### config.mk
export PLATFORM = sky130hd
export DESIGN_NAME = monitor_config_status_regs
export DESIGN_NICKNAME = d
export VERILOG_FILES = /design/src/hdl/monitor_pkg.sv /design/src/hdl/monitor_config_status_regs.sv /design/src/hdl/sticky_flag.sv
export VERILOG_INCLUDE_DIRS = /design/src /design/src/hdl
export SDC_FILE = /design/constraint.sdc
export NUM_CORES = 1
export LEC_CHECK = 0
export BUFFER_PORTS_ARGS = -buffer_cell sky130_fd_sc_hd__buf_2
export CORE_MARGIN = 2
export CORE_UTILIZATION = 36
export CTS_CLUSTER_SIZE = 14
export DETAILED_ROUTE_END_ITERATION = 8
export PLACE_DENSITY = 0.52
export SYNTH_ARGS = -nofsm -noshare
export SYNTH_HDL_FRONTEND = slang
export SYNTH_HIERARCHICAL = 1
export SYNTH_SLANG_ARGS = --single-unit
### constraint.sdc
create_clock -name sys_clk -period 4.9 [get_ports sys_clk]
set_input_delay 0.98 -clock sys_clk [delete_from_list [all_inputs] [get_ports sys_clk]]
set_output_delay 0.98 -clock sys_clk [all_outputs]
set_load 0.05 [all_outputs]
### src/hdl/monitor_map.svh
// Purpose: Command codes, bit positions and reset values of the monitor config/status bank
// Assumes: Byte-wide registers reached by command byte from the serial engine
// Notes:   Definitions only
`ifndef MONITOR_MAP_SVH
`define MONITOR_MAP_SVH

// ----------------------------------------------------------------
// Command bytes
// ----------------------------------------------------------------
`define CMD_RD_STATUS1  8'h02
`define CMD_RD_CONFIG1  8'h03
`define CMD_WR_CONFIG1  8'h09
`define CMD_RD_STATUS2  8'h32
`define CMD_RD_CONFIG2  8'h33
`define CMD_WR_CONFIG2  8'h34

// ----------------------------------------------------------------
// Config byte 1 fields
// ----------------------------------------------------------------
`define CFG1_MASK_ALL   7
`define CFG1_STANDBY    6
`define CFG1_MASK_R1    5
`define CFG1_MASK_R2    4
`define CFG1_MASK_V3    3
`define CFG1_MASK_V2    2
`define CFG1_MASK_V1    1
`define CFG1_MASK_VCC   0

// ----------------------------------------------------------------
// Config byte 2 fields
// ----------------------------------------------------------------
`define CFG2_DIS_R1     7
`define CFG2_DIS_R2     6
`define CFG2_DIS_INT    5
`define CFG2_DIS_V3     4
`define CFG2_DIS_V2     3
`define CFG2_DIS_V1     2
`define CFG2_DIS_VCC    1
`define CFG2_RSVD       0

// ----------------------------------------------------------------
// Status byte fields
// ----------------------------------------------------------------
`define ST1_BUSY        7
`define ST1_INT_HI      6
`define ST1_INT_LO      5
`define ST1_R1_HI       4
`define ST1_R1_LO       3
`define ST1_DIODE1      2
`define ST1_R2_HI       1
`define ST1_R2_LO       0
`define ST2_INT_OT      7
`define ST2_R1_OT       6
`define ST2_R2_OT       5
`define ST2_DIODE2      4

// ----------------------------------------------------------------
// Reset values and timing
// ----------------------------------------------------------------
`define CFG1_RESET      8'h00
`define CFG2_RESET      8'h00
`define STATUS_RESET    8'h00
`define CONV_TIME_NS    1000
`define CONV_CYCLES     (((`CONV_TIME_NS) + 7) / 8)

`endif

### src/hdl/monitor_pkg.sv
// Purpose: Shared types of the monitor config/status bank
// Assumes: Seven measurement channels in a fixed order
// Notes:   Constants live in monitor_map.svh
package monitor_pkg;

  // ----------------------------------------------------------------
  // Channels, in sequence order
  // ----------------------------------------------------------------
  typedef enum logic [2:0] {
    ChInternal, ChRemote1, ChRemote2, ChVin3, ChVin2, ChVin1, ChSupply
  } channel_t;

  // Register access from the serial engine
  typedef struct packed {
    logic       rdStrobe;
    logic       wrStrobe;
    logic [7:0] cmd;
    logic [7:0] wrData;
  } reg_req_t;

  // Compare results for the sample that just finished
  typedef struct packed {
    logic aboveHigh;
    logic belowLow;
    logic overTemp;
    logic diodeFault;
  } compare_t;

endpackage : monitor_pkg

### src/hdl/monitor_config_status_regs.sv
// Purpose: Config and status bytes of a temperature/voltage monitor, with sequencer
// Assumes: Serial engine hands over decoded byte commands; converter gives compares
// Notes:   One conversion slot per enabled channel, ended by done or timeout
`include "monitor_map.svh"

// Notes on behaviour
// - Mask-all bit stops every alert
// - Standby bit halts conversion immediately
// - Standby clear means continuous conversions
// - Bit 5 masks remote 1 alerts
// - Bit 4 masks remote 2 alerts
// - Bits 3..0 mask voltage and supply alerts
// - Bits 7..5 disable temperature channels
// - Bits 4..1 disable voltage channels
// - Bit 0 reserved, zero, no effect
// - Status bit 7 shows conversion busy
// - Internal high/low flags latch
// - Remote 1 high/low flags latch
// - Remote 2 high/low flags latch
// - Temperature flags clear on reset or read
// - Status bit 2 shows diode 1 fault
// - Over-temperature bits follow limit live
// - Status 2 bit 4 shows diode 2 fault
// - Voltage window flags latch, clear on read
// - Status reads 80h busy, 00h idle
module monitor_config_status_regs (
  input  wire logic                 sys_clk,
  input  wire logic                 arst_n,
  input  wire monitor_pkg::reg_req_t req,
  output logic [7:0]                rdData,
  output logic                      rdValid,
  input  wire monitor_pkg::compare_t cmpResult,
  input  wire logic                 convDone,
  output logic                      convStart,
  output monitor_pkg::channel_t     convChannel,
  output logic                      convBusy,
  output logic                      alertOut,
  output logic                      overtempOutput
);

  // ----------------------------------------------------------------
  // Configuration bytes
  // ----------------------------------------------------------------
  logic [7:0] cfg1_q;
  logic [7:0] cfg2_q;
  logic       wrCfg1;
  logic       wrCfg2;

  // Byte commands only; no address pointer is kept
  assign wrCfg1 = req.wrStrobe && (req.cmd == `CMD_WR_CONFIG1);
  assign wrCfg2 = req.wrStrobe && (req.cmd == `CMD_WR_CONFIG2);

  // Standby and masks act from the edge after the write
  always_ff @(posedge sys_clk or negedge arst_n) begin
    if (!arst_n) begin
      cfg1_q <= `CFG1_RESET;
    end else if (wrCfg1) begin
      cfg1_q <= req.wrData;
    end
  end

  // Reserved bit is never stored so it reads zero
  always_ff @(posedge sys_clk or negedge arst_n) begin
    if (!arst_n) begin
      cfg2_q <= `CFG2_RESET;
    end else if (wrCfg2) begin
      cfg2_q <= {req.wrData[7:1], 1'b0};
    end
  end

  // ----------------------------------------------------------------
  // Channel enables
  // ----------------------------------------------------------------
  // A set disable bit takes the channel out of the round
  logic [6:0] chanOn;

  always_comb begin
    chanOn = 7'h00;
    chanOn[monitor_pkg::ChInternal] = !cfg2_q[`CFG2_DIS_INT];
    chanOn[monitor_pkg::ChRemote1]  = !cfg2_q[`CFG2_DIS_R1];
    chanOn[monitor_pkg::ChRemote2]  = !cfg2_q[`CFG2_DIS_R2];
    chanOn[monitor_pkg::ChVin3]     = !cfg2_q[`CFG2_DIS_V3];
    chanOn[monitor_pkg::ChVin2]     = !cfg2_q[`CFG2_DIS_V2];
    chanOn[monitor_pkg::ChVin1]     = !cfg2_q[`CFG2_DIS_V1];
    chanOn[monitor_pkg::ChSupply]   = !cfg2_q[`CFG2_DIS_VCC];
  end

  // ----------------------------------------------------------------
  // Conversion sequencer
  // ----------------------------------------------------------------
  // Idle only after reset or in standby
  typedef enum logic [1:0] {
    SeqIdle, SeqConvert, SeqNext
  } seq_state_t;

  seq_state_t            seq_q;
  monitor_pkg::channel_t chan_q;
  logic [7:0]            timer_q;
  logic                  standby;
  logic                  sampleValid;

  assign standby = cfg1_q[`CFG1_STANDBY];

  // Wraps from the supply channel back to internal
  function automatic monitor_pkg::channel_t nextChan(input monitor_pkg::channel_t c);
    monitor_pkg::channel_t n;
    n = (c == monitor_pkg::ChSupply) ? monitor_pkg::ChInternal
                                     : monitor_pkg::channel_t'(c + 3'd1);
    return n;
  endfunction : nextChan

  // Conversions begin on their own after reset; standby aborts at once
  always_ff @(posedge sys_clk or negedge arst_n) begin
    if (!arst_n) begin
      seq_q <= SeqIdle;
    end else if (standby) begin
      seq_q <= SeqIdle;
    end else begin
      case (seq_q)
        SeqIdle: begin
          seq_q <= SeqNext;
        end
        SeqNext: begin
          if (chanOn[chan_q]) begin
            seq_q <= SeqConvert;
          end
        end
        SeqConvert: begin
          if (convDone || timer_q == 8'h00) begin
            seq_q <= SeqNext;
          end
        end
        default: begin
          seq_q <= SeqIdle;
        end
      endcase
    end
  end

  // Disabled channels are stepped over without a conversion slot
  always_ff @(posedge sys_clk or negedge arst_n) begin
    if (!arst_n) begin
      chan_q <= monitor_pkg::ChInternal;
    end else if (!standby) begin
      if (seq_q == SeqNext && !chanOn[chan_q]) begin
        chan_q <= nextChan(chan_q);
      end else if (seq_q == SeqConvert && (convDone || timer_q == 8'h00)) begin
        chan_q <= nextChan(chan_q);
      end
    end
  end

  // Bounds a conversion so a silent converter cannot hang the sequence
  always_ff @(posedge sys_clk or negedge arst_n) begin
    if (!arst_n) begin
      timer_q <= 8'h00;
    end else if (seq_q == SeqNext) begin
      timer_q <= 8'(`CONV_CYCLES - 1);
    end else if (timer_q != 8'h00) begin
      timer_q <= timer_q - 8'h01;
    end
  end

  assign convBusy    = (seq_q == SeqConvert);
  // Launch lasts one cycle and is never raised in standby
  assign convStart   = (seq_q == SeqNext) && chanOn[chan_q] && !standby;
  assign convChannel = chan_q;
  // A done outside a live conversion is ignored
  assign sampleValid = convBusy && convDone && !standby && chanOn[chan_q];

  // ----------------------------------------------------------------
  // Read decode and read-to-clear
  // ----------------------------------------------------------------
  // Only an exact status command clears flags
  logic rdSt1;
  logic rdSt2;

  assign rdSt1 = req.rdStrobe && (req.cmd == `CMD_RD_STATUS1);
  assign rdSt2 = req.rdStrobe && (req.cmd == `CMD_RD_STATUS2);

  // ----------------------------------------------------------------
  // Latched alert flags
  // ----------------------------------------------------------------
  // Index: 0 int hi, 1 int lo, 2 r1 hi, 3 r1 lo, 4 r2 hi, 5 r2 lo,
  // 6 voltage_input_3, 7 voltage_input_2, 8 voltage_input_1, 9 supply
  logic [9:0] flagSet;
  logic [9:0] flagClr;
  logic [9:0] flags;

  // Compares set flags whatever the masks say
  always_comb begin
    flagSet    = 10'h000;
    flagSet[0] = sampleValid && chan_q == monitor_pkg::ChInternal && cmpResult.aboveHigh;
    flagSet[1] = sampleValid && chan_q == monitor_pkg::ChInternal && cmpResult.belowLow;
    flagSet[2] = sampleValid && chan_q == monitor_pkg::ChRemote1 && cmpResult.aboveHigh;
    flagSet[3] = sampleValid && chan_q == monitor_pkg::ChRemote1 && cmpResult.belowLow;
    flagSet[4] = sampleValid && chan_q == monitor_pkg::ChRemote2 && cmpResult.aboveHigh;
    flagSet[5] = sampleValid && chan_q == monitor_pkg::ChRemote2 && cmpResult.belowLow;
    flagSet[6] = sampleValid && chan_q == monitor_pkg::ChVin3
                 && (cmpResult.aboveHigh || cmpResult.belowLow);
    flagSet[7] = sampleValid && chan_q == monitor_pkg::ChVin2
                 && (cmpResult.aboveHigh || cmpResult.belowLow);
    flagSet[8] = sampleValid && chan_q == monitor_pkg::ChVin1
                 && (cmpResult.aboveHigh || cmpResult.belowLow);
    flagSet[9] = sampleValid && chan_q == monitor_pkg::ChSupply
                 && (cmpResult.aboveHigh || cmpResult.belowLow);
  end

  // Each status read clears only its own byte
  assign flagClr = {{4{rdSt2}}, {6{rdSt1}}};

  // One sticky cell per latched flag
  for (genvar i = 0; i < 10; i++) begin : gFlag
    sticky_flag uFlag (
      .sys_clk  (sys_clk),
      .arst_n   (arst_n),
      .setPulse (flagSet[i]),
      .clrPulse (flagClr[i]),
      .flag     (flags[i])
    );
  end

  // ----------------------------------------------------------------
  // Live flags: diode faults and over-temperature
  // ----------------------------------------------------------------
  logic diode1_q;
  logic diode2_q;
  logic [2:0] overTemp_q;

  // Held from the last sample of that channel; a disabled channel keeps its value
  always_ff @(posedge sys_clk or negedge arst_n) begin
    if (!arst_n) begin
      diode1_q <= 1'b0;
      diode2_q <= 1'b0;
    end else if (sampleValid) begin
      if (chan_q == monitor_pkg::ChRemote1) begin
        diode1_q <= cmpResult.diodeFault;
      end
      if (chan_q == monitor_pkg::ChRemote2) begin
        diode2_q <= cmpResult.diodeFault;
      end
    end
  end

  always_ff @(posedge sys_clk or negedge arst_n) begin
    if (!arst_n) begin
      overTemp_q <= 3'h0;
    end else if (sampleValid) begin
      case (chan_q)
        monitor_pkg::ChInternal: begin
          overTemp_q[2] <= cmpResult.overTemp;
        end
        monitor_pkg::ChRemote1: begin
          overTemp_q[1] <= cmpResult.overTemp;
        end
        monitor_pkg::ChRemote2: begin
          overTemp_q[0] <= cmpResult.overTemp;
        end
        default: begin
          overTemp_q <= overTemp_q;
        end
      endcase
    end
  end

  // Shutdown output ignores every mask bit
  assign overtempOutput = |overTemp_q;

  // ----------------------------------------------------------------
  // Status bytes
  // ----------------------------------------------------------------
  logic [7:0] status1;
  logic [7:0] status2;

  // With no trips this reads 80h mid-conversion and 00h between
  assign status1 = {convBusy,
                    flags[0],
                    flags[1],
                    flags[2],
                    flags[3],
                    diode1_q,
                    flags[4],
                    flags[5]};

  assign status2 = {overTemp_q,
                    diode2_q,
                    flags[6],
                    flags[7],
                    flags[8],
                    flags[9]};

  // ----------------------------------------------------------------
  // Alert output
  // ----------------------------------------------------------------
  logic alertR1;
  logic alertR2;
  logic alertInt;
  logic [3:0] alertVolt;

  assign alertInt  = flags[0] | flags[1];
  assign alertR1   = (flags[2] | flags[3] | diode1_q) & !cfg1_q[`CFG1_MASK_R1];
  assign alertR2   = (flags[4] | flags[5] | diode2_q) & !cfg1_q[`CFG1_MASK_R2];
  // Flag index runs opposite to the mask bit order
  assign alertVolt[3] = flags[6] & !cfg1_q[`CFG1_MASK_V3];
  assign alertVolt[2] = flags[7] & !cfg1_q[`CFG1_MASK_V2];
  assign alertVolt[1] = flags[8] & !cfg1_q[`CFG1_MASK_V1];
  assign alertVolt[0] = flags[9] & !cfg1_q[`CFG1_MASK_VCC];


  // Internal channel has no mask bit of its own, only the global one
  assign alertOut = !cfg1_q[`CFG1_MASK_ALL]
                    && (alertInt || alertR1 || alertR2 || |alertVolt);

  // ----------------------------------------------------------------
  // Read data
  // ----------------------------------------------------------------
  always_ff @(posedge sys_clk or negedge arst_n) begin
    if (!arst_n) begin
      rdData <= `STATUS_RESET;
    end else if (req.rdStrobe) begin
      case (req.cmd)
        `CMD_RD_STATUS1: rdData <= status1;
        `CMD_RD_CONFIG1: rdData <= cfg1_q;
        `CMD_RD_STATUS2: rdData <= status2;
        `CMD_RD_CONFIG2: rdData <= cfg2_q;
        // Unknown commands read zero, not the last byte
        default:         rdData <= 8'h00;
      endcase
    end
  end

  always_ff @(posedge sys_clk or negedge arst_n) begin
    if (!arst_n) begin
      rdValid <= 1'b0;
    end else begin
      // One-cycle answer; back-to-back reads allowed
      rdValid <= req.rdStrobe;
    end
  end

endmodule : monitor_config_status_regs

### src/hdl/sticky_flag.sv
// Purpose: One hardware-set, read-cleared flag
// Assumes: Set and clear are single-cycle pulses
// Notes:   Set wins over a clear in the same cycle
module sticky_flag (
  input  wire logic sys_clk,
  input  wire logic arst_n,
  input  wire logic setPulse,
  input  wire logic clrPulse,
  output logic      flag
);

  // ----------------------------------------------------------------
  // Flag
  // ----------------------------------------------------------------
  // A trip arriving with the read clear is kept for the next read
  always_ff @(posedge sys_clk or negedge arst_n) begin
    if (!arst_n) begin
      flag <= 1'b0;
    end else if (setPulse) begin
      flag <= 1'b1;
    end else if (clrPulse) begin
      flag <= 1'b0;
    end
  end

endmodule : sticky_flag

==> impl_metrics.csv <==
group,metric,value,unit
routing,wl_per_cell,16.1,um
setup_path,slowest_stage,"dfrtp_1",
global_routing,grt.total_usage,16.2,%
clock_network,post_cts_resized,0,
yosys,yosysWarningCount,6,
yosys,async_flop_share,100,%
sta,finalSetupTns,0,ps
sta,fin_worst_hold_slack,523,ps
status,outcome,"complete, no violations",
final_layout,drive_above_1_share,28.6,%
sta,slew-limit-headroom,51.9,%
floorplan,io_pins,41,
setup_path,cp_max_fo,14,
final_layout,num-fill-cells,754,
power,vdd.ir_drop.worst,0.306,mV
yosys,postSynthCellCount,264,
sta,rsz0062_at_grt,"false",
floorplan,num_rows,32,
sta,drv_slew,0,
sta,clock.fmax,331,MHz
clock_network,cts_setup_buffers,0,
setup_path,path_class,"flip-flop to primary output",
final_layout,antenna_cells,0,
clock_network,clk_pin_slew_worst_paths,90,ps
final_layout,final_cells,403,
yosys,synth_edf_count,0,
power,p_per_area,480,nW/um^2
setup_path,endpoint_kind,"primary output",
sta,setup_viol_count_final,0,
sta,worstMarginPinSlew,715,ps
sta,fin_crit,3020,ps
floorplan,die_width,92.4,um
global_routing,grt_max_degree,53,
final_layout,fin_nets,329,
setup_path,max_stage_delay,600,ps
min_path,hp-class,"flip-flop to flip-flop",
global_routing,grt_antenna_before_repair,0,
yosys,synth_area_per_cell,10.7,um^2
routing,drt-total-wl,6.48,mm
yosys,ys.flop_type,"dfrtp_1",
placed_design,portBuffers,40,
clock_network,cts_buffer_depth,2,
placed_design,dp_hpwl,4.84,mm
yosys,yosysSeqAreaShare,46.2,%
setup_path,crit_chain,"mux2_4, o32ai_4, nor2_1, nor2_1, buf_2",
floorplan,coreArea,7650,um^2
floorplan,dieArea,8540,um^2
yosys,synth_seq_cells,52,
routing,dr.pass1.iters,4,
routing,drt_drc_violations_left,0,
routing,dr.first_iter.drc_count,99,
final_layout,final_cell_mix,"dfrtp_1 (52), buf_2 (40), inv_1 (30), mux2_2 (22), nor2_1 (16)",
routing,via_per_inst,5.12,
clock_network,cts.sinks,52,
yosys,synth.distinct_cells,55,
sta,hold_viol_final,0,
yosys,synth_nets,291,
floorplan,start_util,36.8,%
routing,ant_nets,0,
global_routing,grt_pass1_wl,10.8,mm
clock_network,cts_hold_buffers,0,
clock_network,clkLatencyLatePin,300,ps
setup_path,path_buf_inv,1,
setup_path,cp_top_family,"flip-flops",
setup_path,crit_required,3920,ps
power,total_power,0.00153,W
sta,min_period_over_period,61.6,%
final_layout,area.growth.synth_to_final,13.3,%
clock_network,numCtsBuffers,5,
floorplan,die_height,92.4,um
placed_design,gp_congestion,0.760,
placed_design,placed_cells,397,
setup_path,cp_common_cell,"nor2_1",
job,cap_viol_max_count,0,
sta,skew,5.20,ps
global_routing,grt_pass1_vias,2122,
clock_network,cts_max_level,2,
clock_network,cts_tree,"yes",
setup_path,crit_arrival,2040,ps
setup_path,critPathLaunchType,"flip-flop",
global_routing,grt_overflow,0,
clock_network,root_buffer,"clkbuf_8",
final_layout,layout_commonest_cell,"dfrtp_1",
yosys,syn_area,2820,um^2
routing,dr_total_vias,2062,
power,p_leak,1.53,nW
tightest hold or removal path, stage by stage, from the launching register on:
cell and delay, ps:
dfrtp_1 380, inv_1 50, o21ai_0 60
path summary, 6_finish.rpt:
path / from / end / slack, ps / depth (start not counted)
max in group asynchronous: arst_n / timer_q[0] / 3660 / 2
hold reg to reg: rdData[3] / rdData[3] / 520 / 2
setup / recovery: convChannel[0] / convStart / 1880 / 5
min in group asynchronous: arst_n / convChannel[1] / 780 / 2
setup reg to reg: convChannel[0] / overTemp_q[0] / 2930 / 4
hold / removal: rdData[3] / rdData[3] / 520 / 2
layout make-up:
| type | instances | area, um^2 | area share [%] |
|---|---|---|---|
| multi-input combinational | 172 | 1340 | 42.1 |
| clock buffer | 5 | 68.8 | 2.16 |
| inverter | 30 | 113 | 3.53 |
| timing repair buffer | 41 | 208 | 6.51 |
| sequential | 52 | 1300 | 40.8 |
| tap | 102 | 128 | 4.00 |
| clock inverter | 1 | 30.0 | 0.941 |
state kept, by name (all words and copies together) (netlist names):
name              cells
cfg1_q                8
overTemp_q            3
seq_q                 2
diode2_q              1
diode1_q              1
rdData                8
rdValid               1
timer_q               8
convChannel           3
gFlag.uFlag/flag     10
cfg2_q                7
stage by stage:
stage | area (um^2) | setup WS (ps) | utilization (%)
after global placement | 3090 | 2230 | 40.4
after floorplan | 2820 | 1820 | -
after detailed placement | 3090 | 2170 | 40.4
final | 3190 | 1880 | 41.7
after CTS | 3190 | 1850 | 41.7
after global routing | 3190 | 1720 | 41.7
Yosys cell counts, drive strengths merged, types with 2 or more instances:
library cell / count / area, um^2
nor2: 16 / 60.1
and2: 3 / 20.0
or3: 4 / 26.3
dfrtp: 52 / 1300
a21oi: 8 / 40.0
nor3: 7 / 35.0
nor2b: 2 / 12.5
inv: 30 / 113
ha: 2 / 25.0
mux2: 24 / 278
a31oi: 2 / 12.5
a21o: 11 / 82.6
buf: 4 / 26.3
nand2: 13 / 48.8
clkbuf: 6 / 32.5
nor4: 3 / 25.0
a211oi: 2 / 15.0
nor4b: 2 / 38.8
a221oi: 2 / 17.5
or2b: 2 / 15.0
o22a: 2 / 17.5
and4bb: 2 / 25.0
o22ai: 8 / 56.3
o21ai: 9 / 45.0
and3: 7 / 46.3
o31ai: 4 / 30.0
nand3b: 2 / 27.5
nand2b: 4 / 25.0
nand3: 2 / 10.0
o32ai: 3 / 45.1
mux2i: 12 / 120
xnor2: 2 / 17.5
power by group:
group          switching, W  total (W)  internal [W]
sequential         0.000143   0.000667      0.000525
clock              0.000140   0.000287      0.000147
combinational      0.000327   0.000576      0.000249
routing by layer:
layer  routed length [um]  vias up  global-route usage [%]
li1                     -     1019                       -
met1                 3290      994                    23.8
met2                 2790       40                    24.4
met3                  307        9                    2.52
met4                   91        0                    5.22
met5                    0        -                       0
kinds of logic (layout without fill, tap and decap cells):
| kind of cell | Yosys count | after routing | synth area share, % |
|---|---|---|---|
| muxes | 36 | 36 | 14.1 |
| DFF | 52 | 52 | 46.2 |
| buffers and inverters | 40 | 77 | 6.09 |
| xor gates and xnor gates | 2 | 2 | 0.622 |
| AOI/OAI and AO/OA | 56 | 56 | 14.9 |
| adders and majority gates | 2 | 2 | 0.889 |
| and+or+nand+nor | 76 | 76 | 17.2 |
No activity file was read; power rests on OpenSTA's default activity.
